## src/hdl/tcc_consts.vh

```
`ifndef TCC_CONSTS_VH
`define TCC_CONSTS_VH

// ------------------------------------------------------------
// Register offsets (byte addresses, channel stride 0x40)
// ------------------------------------------------------------
`define TCC_CH_STRIDE 8'h40
`define TCC_OFF_CMD 6'h00
`define TCC_OFF_MODE 6'h04
`define TCC_OFF_CV 6'h10
`define TCC_OFF_RA 6'h14
`define TCC_OFF_RB 6'h18
`define TCC_OFF_RC 6'h1c
`define TCC_OFF_STAT 6'h20
`define TCC_OFF_BCTL 8'hc0
`define TCC_OFF_BCHAIN 8'hc4

// ------------------------------------------------------------
// Command register bits
// ------------------------------------------------------------
`define TCC_CMD_EN 0
`define TCC_CMD_DIS 1
`define TCC_CMD_SOFT_TRIGGER_CMD 2
`define TCC_BCTL_SYNC 0

// ------------------------------------------------------------
// Mode register fields
// ------------------------------------------------------------
`define TCC_MODE_W 20
`define TCC_M_CKS_HI 2
`define TCC_M_CKS_LO 0
`define TCC_M_INV 3
`define TCC_M_BURST_HI 5
`define TCC_M_BURST_LO 4
`define TCC_M_STOP 6
`define TCC_M_DIS 7
`define TCC_M_TEDG_HI 9
`define TCC_M_TEDG_LO 8
`define TCC_M_TSEL_HI 11
`define TCC_M_TSEL_LO 10
`define TCC_M_CTRG 12
`define TCC_M_ETRG 13
`define TCC_M_WAVE 15
`define TCC_M_LDA_HI 17
`define TCC_M_LDA_LO 16
`define TCC_M_LDB_HI 19
`define TCC_M_LDB_LO 18

// ------------------------------------------------------------
// Status bits, widths and reset values
// ------------------------------------------------------------
`define TCC_S_OVF 0
`define TCC_S_LOVR 1
`define TCC_S_CLOCK_ENABLE_CMD 16
`define TCC_CNT_MAX 16'hffff
`define TCC_RST_MODE 20'h00000
`define TCC_RST_WORD 16'h0000
`define TCC_RST_CHAIN 6'h00
`define TCC_PRESC_W 9
`define TCC_RESP_OKAY 2'h0
`define TCC_RESP_SLVERR 2'h2

`endif

```

## src/hdl/tcc_timer_core.v

```verilog
// Chosen here: the register addresses and the AXI4-Lite interface to the registers.
`timescale 1ns/100ps
`include "tcc_consts.vh"
`default_nettype none

module tcc_timer_core #(
  parameter ADDR_W = 8
) (
  input wire clk,
  input wire reset_n,
  input wire [ADDR_W-1:0] s_axi_awaddr,
  input wire s_axi_awvalid,
  output wire s_axi_awready,
  input wire [31:0] s_axi_wdata,
  input wire [3:0] s_axi_wstrb,
  input wire s_axi_wvalid,
  output wire s_axi_wready,
  output reg [1:0] s_axi_bresp,
  output reg s_axi_bvalid,
  input wire s_axi_bready,
  input wire [ADDR_W-1:0] s_axi_araddr,
  input wire s_axi_arvalid,
  output wire s_axi_arready,
  output reg [31:0] s_axi_rdata,
  output reg [1:0] s_axi_rresp,
  output reg s_axi_rvalid,
  input wire s_axi_rready,
  input wire [2:0] extClockPin,
  input wire [2:0] lineAIn,
  input wire [2:0] lineBIn,
  input wire [2:0] periphEvent,
  output wire [2:0] lineAOut,
  output wire [2:0] lineAOe,
  output wire [2:0] lineBOut,
  output wire [2:0] lineBOe
);

  // ----------------------------------------------------------
  // Reset release
  // ----------------------------------------------------------
  reg [1:0] rstSync;
  wire rstN = rstSync[1];

  // Two stages so the release never lands near a clock edge
  always @(posedge clk or negedge reset_n) begin
    if (!reset_n) begin
      rstSync <= 2'h0;
    end else begin
      rstSync <= {rstSync[0], 1'b1};
    end
  end

  // Edge selector: 1 rising, 2 falling, 3 both, 0 none
  function edgeHit;
    input [1:0] sel;
    input cur;
    input prev;
    begin
      case (sel)
        2'h1: edgeHit = cur & ~prev;
        2'h2: edgeHit = ~cur & prev;
        2'h3: edgeHit = cur ^ prev;
        default: edgeHit = 1'b0;
      endcase
    end
  endfunction

  // Mapped address check, used for the response code
  function isMapped;
    input [7:0] a;
    begin
      if (a == `TCC_OFF_BCTL || a == `TCC_OFF_BCHAIN) begin
        isMapped = 1'b1;
      end else if (a[7:6] == 2'h3) begin
        isMapped = 1'b0;
      end else begin
        case (a[5:0])
          `TCC_OFF_CMD, `TCC_OFF_MODE, `TCC_OFF_CV, `TCC_OFF_RA,
          `TCC_OFF_RB, `TCC_OFF_RC, `TCC_OFF_STAT: isMapped = 1'b1;
          default: isMapped = 1'b0;
        endcase
      end
    end
  endfunction

  // ----------------------------------------------------------
  // AXI4-Lite write path
  // ----------------------------------------------------------
  reg awHeld;
  reg wHeld;
  reg [7:0] wrAddr;
  reg [31:0] wrData;
  reg [3:0] wrStrb;
  wire wrFire = awHeld & wHeld & ~s_axi_bvalid;
  wire [31:0] wrMask = {{8{wrStrb[3]}}, {8{wrStrb[2]}},
                        {8{wrStrb[1]}}, {8{wrStrb[0]}}};

  assign s_axi_awready = ~awHeld & ~s_axi_bvalid;
  assign s_axi_wready = ~wHeld & ~s_axi_bvalid;

  // Address and data are caught in either order, answered together
  always @(posedge clk or negedge rstN) begin
    if (!rstN) begin
      awHeld <= 1'b0;
      wHeld <= 1'b0;
      wrAddr <= 8'h00;
      wrData <= 32'h00000000;
      wrStrb <= 4'h0;
      s_axi_bvalid <= 1'b0;
      s_axi_bresp <= `TCC_RESP_OKAY;
    end else begin
      if (s_axi_awvalid && s_axi_awready) begin
        awHeld <= 1'b1;
        wrAddr <= s_axi_awaddr[7:0];
      end
      if (s_axi_wvalid && s_axi_wready) begin
        wHeld <= 1'b1;
        wrData <= s_axi_wdata;
        wrStrb <= s_axi_wstrb;
      end
      if (wrFire) begin
        awHeld <= 1'b0;
        wHeld <= 1'b0;
        s_axi_bvalid <= 1'b1;
        s_axi_bresp <= isMapped(wrAddr) ? `TCC_RESP_OKAY : `TCC_RESP_SLVERR;
      end else if (s_axi_bready) begin
        s_axi_bvalid <= 1'b0;
      end
    end
  end

  // ----------------------------------------------------------
  // Block level registers and prescaler
  // ----------------------------------------------------------
  reg [5:0] chainSel;
  reg [`TCC_PRESC_W-1:0] presc;
  wire [4:0] prescLvl = {presc[8], presc[6], presc[4], presc[2], presc[0]};
  wire blockSync = wrFire & (wrAddr == `TCC_OFF_BCTL) & wrStrb[0] &
                   wrData[`TCC_BCTL_SYNC];
  wire [2:0] lineA = lineAIn | periphEvent;
  wire [2:0] xc;
  wire rdFire = s_axi_arvalid & s_axi_arready;
  wire [7:0] rdAddr = s_axi_araddr[7:0];
  wire [95:0] chRd;

  // Free running divider gives the five internal clock levels
  always @(posedge clk or negedge rstN) begin
    if (!rstN) begin
      presc <= {`TCC_PRESC_W{1'b0}};
      chainSel <= `TCC_RST_CHAIN;
    end else begin
      presc <= presc + 1'b1;
      if (wrFire && wrAddr == `TCC_OFF_BCHAIN && wrStrb[0]) begin
        chainSel <= wrData[5:0];
      end
    end
  end

  // ----------------------------------------------------------
  // AXI4-Lite read path
  // ----------------------------------------------------------
  assign s_axi_arready = ~s_axi_rvalid;

  // One cycle answer; side effects fire on the accepting edge
  always @(posedge clk or negedge rstN) begin
    if (!rstN) begin
      s_axi_rvalid <= 1'b0;
      s_axi_rdata <= 32'h00000000;
      s_axi_rresp <= `TCC_RESP_OKAY;
    end else if (rdFire) begin
      s_axi_rvalid <= 1'b1;
      s_axi_rresp <= isMapped(rdAddr) ? `TCC_RESP_OKAY : `TCC_RESP_SLVERR;
      if (rdAddr == `TCC_OFF_BCHAIN) begin
        s_axi_rdata <= {26'h0000000, chainSel};
      end else if (rdAddr[7:6] == 2'h3) begin
        s_axi_rdata <= 32'h00000000;
      end else begin
        s_axi_rdata <= chRd[32*rdAddr[7:6] +: 32];
      end
    end else if (s_axi_rready) begin
      s_axi_rvalid <= 1'b0;
    end
  end

  // Output controller is not built: lines drive low when enabled
  assign lineAOut = 3'h0;
  assign lineBOut = 3'h0;

  // ----------------------------------------------------------
  // Channels
  // ----------------------------------------------------------
  genvar i;
  generate
    for (i = 0; i < 3; i = i + 1) begin : ch
      reg [`TCC_MODE_W-1:0] mode;
      reg [15:0] cnt;
      reg [15:0] ra;
      reg [15:0] rb;
      reg [15:0] rc;
      reg clock_enable_cmd;
      reg running;
      reg pendClr;
      reg ovf;
      reg lovr;
      reg raUnread;
      reg rbUnread;
      reg aSeen;
      reg aFresh;
      reg lvlPrev;
      reg aPrev;
      reg trigPrev;
      reg cMatchEv;

      wire wave = mode[`TCC_M_WAVE];
      wire wrCh = wrFire & (wrAddr[7:6] == i);
      wire rdCh = rdFire & (rdAddr[7:6] == i);
      wire cmdWr = wrCh & (wrAddr[5:0] == `TCC_OFF_CMD) & wrStrb[0];
      wire enCmd = cmdWr & wrData[`TCC_CMD_EN];
      wire disCmd = cmdWr & wrData[`TCC_CMD_DIS];
      wire soft_trigger_cmd = cmdWr & wrData[`TCC_CMD_SOFT_TRIGGER_CMD];
      wire rdStat = rdCh & (rdAddr[5:0] == `TCC_OFF_STAT);
      wire rdRa = rdCh & (rdAddr[5:0] == `TCC_OFF_RA);
      wire rdRb = rdCh & (rdAddr[5:0] == `TCC_OFF_RB);

      // External clock k chains from pin k or another channel's line A
      assign xc[i] = (chainSel[2*i+1:2*i] == 2'h1) ? lineA[(i+1)%3] :
                     (chainSel[2*i+1:2*i] == 2'h2) ? lineA[(i+2)%3] :
                     (chainSel[2*i+1:2*i] == 2'h0) ? extClockPin[i] :
                     1'b0;

      // Clock source, invert and burst gate
      wire [7:0] srcAll = {xc, prescLvl};
      wire srcLvl = srcAll[mode[`TCC_M_CKS_HI:`TCC_M_CKS_LO]];
      wire lvl = srcLvl ^ mode[`TCC_M_INV];
      wire [3:0] burstAll = {xc, 1'b1};
      wire gate = burstAll[mode[`TCC_M_BURST_HI:`TCC_M_BURST_LO]];
      // Sampled edge detect only works for slow external clocks
      wire rise = lvl & ~lvlPrev;

      // External trigger source per mode
      wire [3:0] evAll = {xc, lineBIn[i]};
      wire trigSrc = wave ? evAll[mode[`TCC_M_TSEL_HI:`TCC_M_TSEL_LO]] :
                     (mode[`TCC_M_TSEL_LO] ? lineA[i] : lineBIn[i]);
      wire extHit = edgeHit(mode[`TCC_M_TEDG_HI:`TCC_M_TEDG_LO], trigSrc,
                            trigPrev) &
                    (~wave | mode[`TCC_M_ETRG]);

      // Capture loads with A/B ordering
      wire allowA = ~aSeen | ~aFresh;
      wire loadA = ~wave & allowA &
                   edgeHit(mode[`TCC_M_LDA_HI:`TCC_M_LDA_LO], lineA[i],
                           aPrev);
      wire loadB = ~wave & aFresh & ~loadA &
                   edgeHit(mode[`TCC_M_LDB_HI:`TCC_M_LDB_LO], lineA[i],
                           aPrev);

      // Trigger sources merge; block sync equals a software trigger
      wire trig = soft_trigger_cmd | blockSync |
                  (cMatchEv & mode[`TCC_M_CTRG]) | extHit;
      wire stopEv = mode[`TCC_M_STOP] & (wave ? cMatchEv : loadB);
      wire disEv = mode[`TCC_M_DIS] & (wave ? cMatchEv : loadB);
      // A trigger opens the clock in the same cycle it starts it
      wire tick = rise & gate & clock_enable_cmd & (running | trig);
      wire [15:0] next_cnt = pendClr ? `TCC_RST_WORD : cnt + 16'h0001;

      // Enable state and start/stop state
      always @(posedge clk or negedge rstN) begin
        if (!rstN) begin
          clock_enable_cmd <= 1'b0;
          running <= 1'b0;
        end else begin
          if (disCmd || disEv) begin
            clock_enable_cmd <= 1'b0;
          end else if (enCmd) begin
            clock_enable_cmd <= 1'b1;
          end
          // Start and stop only count while enabled
          if (clock_enable_cmd) begin
            if (trig) begin
              running <= 1'b1;
            end else if (stopEv) begin
              running <= 1'b0;
            end
          end
        end
      end

      // Counter, deferred clear and overflow
      always @(posedge clk or negedge rstN) begin
        if (!rstN) begin
          cnt <= `TCC_RST_WORD;
          pendClr <= 1'b0;
          ovf <= 1'b0;
          cMatchEv <= 1'b0;
          lvlPrev <= 1'b0;
        end else begin
          lvlPrev <= lvl;
          cMatchEv <= tick & (next_cnt == rc);
          if (tick) begin
            cnt <= next_cnt;
          end
          // A new trigger beats the clear of an old one
          if (trig) begin
            pendClr <= 1'b1;
          end else if (tick) begin
            pendClr <= 1'b0;
          end
          // Set wins over the read clear
          if (tick && !pendClr && cnt == `TCC_CNT_MAX) begin
            ovf <= 1'b1;
          end else if (rdStat) begin
            ovf <= 1'b0;
          end
        end
      end

      // Capture sequencing, overrun and register writes
      always @(posedge clk or negedge rstN) begin
        if (!rstN) begin
          mode <= `TCC_RST_MODE;
          ra <= `TCC_RST_WORD;
          rb <= `TCC_RST_WORD;
          rc <= `TCC_RST_WORD;
          lovr <= 1'b0;
          raUnread <= 1'b0;
          rbUnread <= 1'b0;
          aSeen <= 1'b0;
          aFresh <= 1'b0;
          aPrev <= 1'b0;
          trigPrev <= 1'b0;
        end else begin
          aPrev <= lineA[i];
          trigPrev <= trigSrc;
          if (wrCh && wrAddr[5:0] == `TCC_OFF_MODE) begin
            mode <= (mode & ~wrMask[`TCC_MODE_W-1:0]) |
                    (wrData[`TCC_MODE_W-1:0] & wrMask[`TCC_MODE_W-1:0]);
          end
          if (wrCh && wrAddr[5:0] == `TCC_OFF_RC) begin
            rc <= (rc & ~wrMask[15:0]) | (wrData[15:0] & wrMask[15:0]);
          end
          // Hardware capture has priority over a bus write
          if (loadA) begin
            ra <= cnt;
          end else if (wrCh && wave && wrAddr[5:0] == `TCC_OFF_RA) begin
            ra <= (ra & ~wrMask[15:0]) | (wrData[15:0] & wrMask[15:0]);
          end
          if (loadB) begin
            rb <= cnt;
          end else if (wrCh && wave && wrAddr[5:0] == `TCC_OFF_RB) begin
            rb <= (rb & ~wrMask[15:0]) | (wrData[15:0] & wrMask[15:0]);
          end
          // Trigger restarts the A-then-B sequence
          if (trig) begin
            aSeen <= 1'b0;
            aFresh <= 1'b0;
          end else if (loadA) begin
            aSeen <= 1'b1;
            aFresh <= 1'b1;
          end else if (loadB) begin
            aFresh <= 1'b0;
          end
          if (loadA) begin
            raUnread <= 1'b1;
          end else if (rdRa) begin
            raUnread <= 1'b0;
          end
          if (loadB) begin
            rbUnread <= 1'b1;
          end else if (rdRb) begin
            rbUnread <= 1'b0;
          end
          if ((loadA && raUnread) || (loadB && rbUnread)) begin
            lovr <= 1'b1;
          end else if (rdStat) begin
            lovr <= 1'b0;
          end
        end
      end

      // Pin direction follows the wave bit; line B also needs a nonzero TSEL
      assign lineAOe[i] = wave;
      assign lineBOe[i] = wave &
        (mode[`TCC_M_TSEL_HI:`TCC_M_TSEL_LO] != 2'h0);

      // Read word for this channel
      assign chRd[32*i +: 32] =
        (rdAddr[5:0] == `TCC_OFF_MODE) ? {12'h000, mode} :
        (rdAddr[5:0] == `TCC_OFF_CV) ? {16'h0000, cnt} :
        (rdAddr[5:0] == `TCC_OFF_RA) ? {16'h0000, ra} :
        (rdAddr[5:0] == `TCC_OFF_RB) ? {16'h0000, rb} :
        (rdAddr[5:0] == `TCC_OFF_RC) ? {16'h0000, rc} :
        (rdAddr[5:0] == `TCC_OFF_STAT) ?
          {15'h0000, clock_enable_cmd, 14'h0000, lovr, ovf} :
        32'h00000000;
    end
  endgenerate

endmodule

`default_nettype wire

```

## config.mk

```make
export PLATFORM = sky130hd
export DESIGN_NAME = tcc_timer_core
export DESIGN_NICKNAME = d
export VERILOG_FILES = /design/src/hdl/tcc_timer_core.v
export VERILOG_INCLUDE_DIRS = /design/src /design/src/hdl
export SDC_FILE = /design/constraint.sdc
export NUM_CORES = 1
export LEC_CHECK = 0
export ABC_AREA = 0
export BUFFER_PORTS_ARGS = -buffer_cell sky130_fd_sc_hd__buf_4
export CORE_ASPECT_RATIO = 0.5
export CORE_MARGIN = 2
export CORE_UTILIZATION = 30
export CTS_CLUSTER_DIAMETER = 30
export DETAILED_ROUTE_END_ITERATION = 10
export GPL_ROUTABILITY_DRIVEN = 1
export SYNTH_ARGS = -nofsm -noshare
export SYNTH_HDL_FRONTEND = slang
export SYNTH_SLANG_ARGS = --single-unit
```

## constraint.sdc

```tcl
create_clock -name clk -period 20.7 [get_ports clk]
set_clock_uncertainty 0.1 [all_clocks]
set_input_delay 0 -clock clk [delete_from_list [all_inputs] [get_ports clk]]
set_output_delay 0 -clock clk [all_outputs]
set_load 0.02 [all_outputs]
```

==> results of run 1 <==
-- through the flow --
step / std cells / total power, uW / area [um^2] / utilization / setup WS [ns]
floorplan: 2140 / 1430 / 20900 / - / 9.67
global placement: 3011 / 1720 / 22300 / 0.324 / 16.22
detailed placement: 3011 / 1740 / 22300 / 0.324 / 16.16
CTS: 3229 / 3200 / 26000 / 0.378 / 16.14
global route: 3229 / 3330 / 26000 / 0.378 / 15.79
finish: 3229 / 3220 / 26000 / 0.378 / 16.05
-- cell type report --
cell class	count	area, um^2
Sequential cell	365	9140
Inverter	59	221
Tap cell	910	1140
Clock buffer	100	2340
Multi-Input combinational cell	1539	10800
Clock inverter	57	766
Fill cell	6650	42800
Timing Repair Buffer	199	1650
-- metal layers --
layer  track usage  vias to the layer above  part of all wire
met1         0.287                     9125              0.43
met4        0.0903                        0             0.046
met5             0                        -                 0
met2         0.317                      923              0.44
met3        0.0404                      195             0.088
li1              -                     8028                 -
-- layout by cell type, fill, tap and decap left out, types with 18 or more instances in the layout --
cell	netlist	final
dfrtp_1	365	364
o21ai_0	236	236
nand2_1	228	228
mux2_2	172	172
buf_4	28	138
mux2i_1	111	111
nor2_1	99	99
clkbuf_16	0	88
a21oi_1	65	65
dlygate4sd3_1	0	61
inv_1	58	58
nand3_1	54	54
xnor2_1	39	39
a221oi_1	29	29
nand2b_1	28	28
xor2_1	26	26
nor3_1	26	26
a31oi_1	25	25
a22oi_1	23	23
o31ai_1	22	22
conb_1	2	21
and2_1	19	19
and3_1	19	18
nand4_1	18	18
-- report_power, final --
part           total (uW)  switching [uW]  internal (uW)
combinational         726             444            282
clock                1450             457            995
sequential           1040             196            846
-- state kept, by name (all words and copies together) (netlist names), 6 cells and up --
| signal | count |
|---|---|
| ch.cnt | 48 |
| ch.mode | 60 |
| ch.ra | 48 |
| ch.rb | 48 |
| ch.rc | 48 |
| chainSel | 6 |
| presc | 9 |
| s_axi_rdata | 20 |
| wrAddr | 8 |
| wrData | 20 |
-- worst max-delay path, stage by stage (launching register included) --
cell	delay [ns]
dfrtp_1	0.40
nor3b_1	0.52
o22ai_1	0.19
buf_4	0.23
mux4_2	0.47
nand2_1	0.08
o21ai_0	0.16
ha_1	0.32
nand2b_1	0.14
a311oi_1	0.29
nor4bb_1	0.09
buf_4	0.19
a211oi_1	0.24
o21ai_1	0.10
buf_4	0.23
or2_1	0.43
o41ai_1	0.33
-- path summary, 6_finish.rpt --
kind | end | slack (ns)
max in group asynchronous | ch[0].cnt[8] | 16.95
min in group asynchronous | rstSync[1] | 0.14
min | s_axi_bvalid | 0.06
max reg2reg | ch[2].cnt[12] | 16.05
max | ch[2].cnt[12] | 16.05
min reg2reg | rstSync[1] | 0.26
-- cell families after synthesis --
| family | after synthesis | share of synthesized area |
|---|---|---|
| mux | 295 | 0.159 |
| simple gates | 589 | 0.143 |
| xor+xnor | 67 | 0.0295 |
| compound gates | 551 | 0.171 |
| buf+inv | 236 | 0.0491 |
| fa+ha+maj | 16 | 0.00961 |
| flops | 365 | 0.438 |
| other cells | 2 | 0.000361 |
==> results.sh, run 1 <==
export IMPL_cp_data_required_time_ns=21.09
export IMPL_powerDensity_nw_per_um2=124
export IMPL_postCtsResizedCells=0
export IMPL_finalWirelength_um=74900
export IMPL_yosys_area_top_type="dfrtp_1"
export IMPL_fin_crit_sh=0.225
export IMPL_leakage_uw=0.0117
export IMPL_syn_to_final_growth_pct=24.9
export IMPL_ys_types=94
export IMPL_ios=124
export IMPL_synthCells=2121
export IMPL_place_gp_congestion=0.970
export IMPL_grt_pass1_wl_um=113000
export IMPL_portBuffers=90
export IMPL_clk_latency_ns=0.62
export IMPL_max_clock_freq_mhz=215
export IMPL_first_global_vias=17500
export IMPL_cts_tree="built"
export IMPL_nNetsFinal=2336
export IMPL_critPathLaunch="chainSel[4]"
export IMPL_wire_per_inst_um=23.2
export IMPL_ff2ff_path_depth=16
export IMPL_rows=68
export IMPL_grt_max_degree=74
export IMPL_setup_tns_final_ns=0
export IMPL_seq_area_frac_synth=0.438
export IMPL_maxSlewViolCount=0
export IMPL_fin_crit_ns=4.65
export IMPL_clk_pin_slew_ns=0.04
export IMPL_cp_max_fo=22
export IMPL_max_cap_violations=0
export IMPL_finalSetupViolCount=0
export IMPL_critPathArrivalTime_ns=5.04
export IMPL_antenna_found_initial=3
export IMPL_path_class="reg -> reg"
export IMPL_grt_usage=0.208
export IMPL_rr_startpoint="chainSel[4]"
export IMPL_endpoint_kind="flip-flop"
export IMPL_drive_gt1_frac=0.219
export IMPL_hp_start="s_axi_bready"
export IMPL_yosysTopAreaCellShare=0.438
export IMPL_avgViaCountPerCell=5.66
export IMPL_die_area_um2=71700
export IMPL_ys_seq_elements=365
export IMPL_synthArstFlopShare=1.00
export IMPL_root_buffer="clkbuf_16"
export IMPL_synth_area_um2=20800
export IMPL_drc=0
export IMPL_hp_class="in -> reg"
export IMPL_route_vias_total=18300
export IMPL_htreeDepth=3
export IMPL_grt_ovfl_total=0
export IMPL_rsz0062_at_grt="no"
export IMPL_dr_pass1_iters=8
export IMPL_max_slew_worst_pin_slew_ns=1.30
export IMPL_syn_area_per_cell_um2=9.82
export IMPL_post_cts_buffers=0
export IMPL_yosysMostFrequentCell="dfrtp_1"
export IMPL_cts_buffers=85
export IMPL_ctsHoldBuffers=61
export IMPL_synth_area_top_cells="dfrtp_1 44%, mux2_2 9.3%, o21ai_0 5.7%"
export IMPL_status="complete, no violations"
export IMPL_fin_worst_hold_slack_ns=0.0562
export IMPL_coreArea_um2=68800
export IMPL_clockBufferDepth=3
export IMPL_synth_edf_count=0
export IMPL_slew_headroom=0.134
export IMPL_hold_depth=3
export IMPL_ir_drop_mv=0.0685
export IMPL_antennaDiodeCount=0
export IMPL_drt_initial_drc_count=2290
export IMPL_die_height_um=190
export IMPL_route_antenna_remaining_nets=0
export IMPL_worst_setup_path_start_kind="flip-flop"
export IMPL_hpwl_um=50300
export IMPL_initial_core_util=0.303
export IMPL_synth_commonest_cells="365 x dfrtp_1, 236 x o21ai_0, 228 x nand2_1"
export IMPL_finalHoldViolCount=0
export IMPL_yosys_most_used_dff="dfrtp_1"
export IMPL_clkSinkCount=365
export IMPL_fp_dieW_um=377
export IMPL_yosys_warnings=0
No activity file was read; power rests on OpenSTA's default activity.
==> run 2: changes to the inputs <==
--- a/config.mk
+++ b/config.mk
@@ -6,7 +6,7 @@
 export SDC_FILE = /design/constraint.sdc
 export NUM_CORES = 1
 export LEC_CHECK = 0
-export ABC_AREA = 0
+export ABC_AREA = 1
 export BUFFER_PORTS_ARGS = -buffer_cell sky130_fd_sc_hd__buf_4
 export CORE_ASPECT_RATIO = 0.5
 export CORE_MARGIN = 2
==> constraint.sdc (replaced) <==
create_clock -name clk -period 4.35 [get_ports clk]
set_clock_uncertainty 0.1 [all_clocks]
set_input_delay 0 -clock clk [delete_from_list [all_inputs] [get_ports clk]]
set_output_delay 0 -clock clk [all_outputs]
set_load 0.02 [all_outputs]
==> results.sh, run 2 <==
export IMPL_synth_edf_count=0
export IMPL_hpwl_um=53900
export IMPL_final_area_um2=25600
export IMPL_postCtsResizedCells=0
export IMPL_die_height_um=188
export IMPL_yosys_warnings=0
export IMPL_rsz0062_at_grt="no"
export IMPL_cp_data_required_time_ns=4.75
export IMPL_layout_cells_most_common="nand2_1"
export IMPL_htreeDepth=3
export IMPL_final_cell_mix="668 x nand2_1, 369 x o21ai_0, 364 x dfrtp_1, 231 x inv_1, 192 x nor2_1"
export IMPL_cts_buffers=81
export IMPL_fin_crit_ns=3.71
export IMPL_path_class="reg -> reg"
export IMPL_die_area_um2=70100
export IMPL_dr_pass1_iters=6
export IMPL_regMostFlops="ch.mode"
export IMPL_clk_latency_ns=0.62
export IMPL_cp_max_fo=31
export IMPL_drt_initial_drc_count=2153
export IMPL_initial_core_util=0.304
export IMPL_max_slew_worst_pin_slew_ns=1.06
export IMPL_syn_to_final_growth_pct=25.5
export IMPL_finalWirelength_um=79800
export IMPL_coreArea_um2=67100
export IMPL_synthArstFlopShare=1.00
export IMPL_cts_tree="built"
export IMPL_grt_max_degree=97
export IMPL_clkSinkCount=365
export IMPL_endpoint_kind="flip-flop"
export IMPL_synthCells=2663
export IMPL_clockBufferDepth=3
export IMPL_finalSetupViolCount=0
export IMPL_critPathArrivalTime_ns=4.10
export IMPL_grt_ovfl_total=0
export IMPL_synth_area_top_cells="dfrtp_1 45%, nand2_1 12%, o21ai_0 9.1%"
export IMPL_hp_class="in -> reg"
export IMPL_first_global_vias=19000
export IMPL_drc=0
export IMPL_use_met1=0.307
export IMPL_syn_area_per_cell_um2=7.65
export IMPL_powerDensity_nw_per_um2=595
export IMPL_max_clock_freq_mhz=270
export IMPL_wire_per_inst_um=20.9
export IMPL_max_cap_violations=0
export IMPL_regToRegSetupSlack_ns=0.64
export IMPL_p_total_uw=15200
export IMPL_root_buffer="clkbuf_16"
export IMPL_fin_crit_sh=0.852
export IMPL_place_gp_congestion=0.977
export IMPL_yosysMostFrequentCell="nand2_1"
export IMPL_portBuffers=90
export IMPL_grt_busiest_layer="met2"
export IMPL_seq_area_frac_synth=0.449
export IMPL_dpl_instance_area_um2=21600
export IMPL_avgViaCountPerCell=5.32
export IMPL_clk_pin_slew_ns=0.05
export IMPL_grt_pass1_wl_um=120000
export IMPL_yosys_most_used_dff="dfrtp_1"
export IMPL_yosys_area_top_type="dfrtp_1"
export IMPL_synth_commonest_cells="669 x nand2_1, 369 x o21ai_0, 365 x dfrtp_1"
export IMPL_finalHoldViolCount=0
export IMPL_antenna_found_initial=3
export IMPL_worst_setup_path_start_kind="flip-flop"
export IMPL_fp_dieW_um=372
export IMPL_use_met3=0.0610
export IMPL_setup_tns_final_ns=0
export IMPL_ios=124
export IMPL_slew_headroom=0.290
export IMPL_synth_area_um2=20400
export IMPL_post_cts_buffers=0
export IMPL_status="complete, no violations"
export IMPL_leakage_uw=0.0116
export IMPL_drive_gt1_frac=0.132
export IMPL_ys_types=53
export IMPL_rows=67
export IMPL_grt_usage=0.226
export IMPL_nNetsFinal=2929
export IMPL_largest_register_ffs=60
export IMPL_ir_drop_mv=0.288
export IMPL_maxSlewViolCount=0
export IMPL_route_antenna_remaining_nets=0
export IMPL_ys_seq_elements=365
export IMPL_route_vias_total=20300
export IMPL_grt_use_met2=0.333
export IMPL_yosysTopAreaCellShare=0.449
run 2: critical path: stages (launching register included):
cell     delay (ns)
dfrtp_1        0.40
o21ai_0        0.17
nand2_1        0.15
nand2_1        0.30
nand2_1        0.09
a21oi_1        0.13
a31oi_1        0.06
o21ai_0        0.23
inv_1          0.11
ha_1           0.28
nand3_1        0.07
nand3_1        0.08
nor2_1         0.04
nor2_1         0.11
nand3_2        0.13
nor2_1         0.14
nor2_2         0.06
nand2_2        0.56
inv_1          0.18
nand2_1        0.11
o21ai_0        0.08
run 2: final cells by class:
cell class                      count  area, um^2
Fill cell                        6854       41500
Clock inverter                     43         582
Tap cell                          897        1120
Antenna cell                        9        22.5
Sequential cell                   365        9140
Multi-Input combinational cell   1925        9540
Timing Repair Buffer              224        1980
Inverter                          245         920
Clock buffer                      106        2260
run 2: repair_timing:
action | in CTS | in global routing
hold buffers | 105 | 0
hold endpoints to repair | 61 | 0
setup endpoints to repair | 0 | 0
run 2: logic make-up after synthesis:
kind of cell	count (synthesis)	synth area share
flip-flops	365	0.449
AND/OR/NAND/NOR	1131	0.238
buffers and inverters	392	0.0872
AO/OA/AOI/OAI	728	0.203
XOR/XNOR	23	0.00989
adder cells (fa/ha/maj)	16	0.00983
multiplexers	6	0.00332
other	2	0.000369
run 2: routing by layer:
layer | part of all wire | vias to the layer above | wire (um)
met4 | 0.047 | 0 | 3730
met3 | 0.10 | 214 | 8360
met1 | 0.42 | 9724 | 33400
met5 | 0 | - | 0
li1 | - | 9268 | -
met2 | 0.43 | 1080 | 34200
run 2: per-stage QoR:
stage,cells,worst slack [ns],hold WS (ns),utilization
2_1_floorplan,2682,0.651,-0.396,-
5_1_grt,3805,0.264,0.105,0.381
3_3_place_gp,3551,0.734,-0.317,0.323
3_5_place_dp,3551,0.727,-0.316,0.323
6_report,3814,0.643,0.109,0.381
4_1_cts,3805,0.716,0.0680,0.381
run 2: final timing paths:
path / startpoint / end / cells past startpoint
setup / recovery: chainSel[0] / ch[2].ovf / 20
setup reg to reg: chainSel[0] / ch[2].ovf / 20
hold / removal: s_axi_araddr[0] / ch[2].rbUnread / 5
hold reg to reg: rstSync[0] / rstSync[1] / 0
min in group asynchronous: reset_n / rstSync[1] / 3
max in group asynchronous: rstSync[1] / ch[2].rb[3] / 1
run 2: where the power goes:
group	internal [uW]	switching, uW	leakage (uW)	total [uW]
registers	4060	729	0.00447	4790
clock network	4270	2110	0.00137	6380
logic	1270	2760	0.00578	4040
total	9600	5600	0.0116	15200
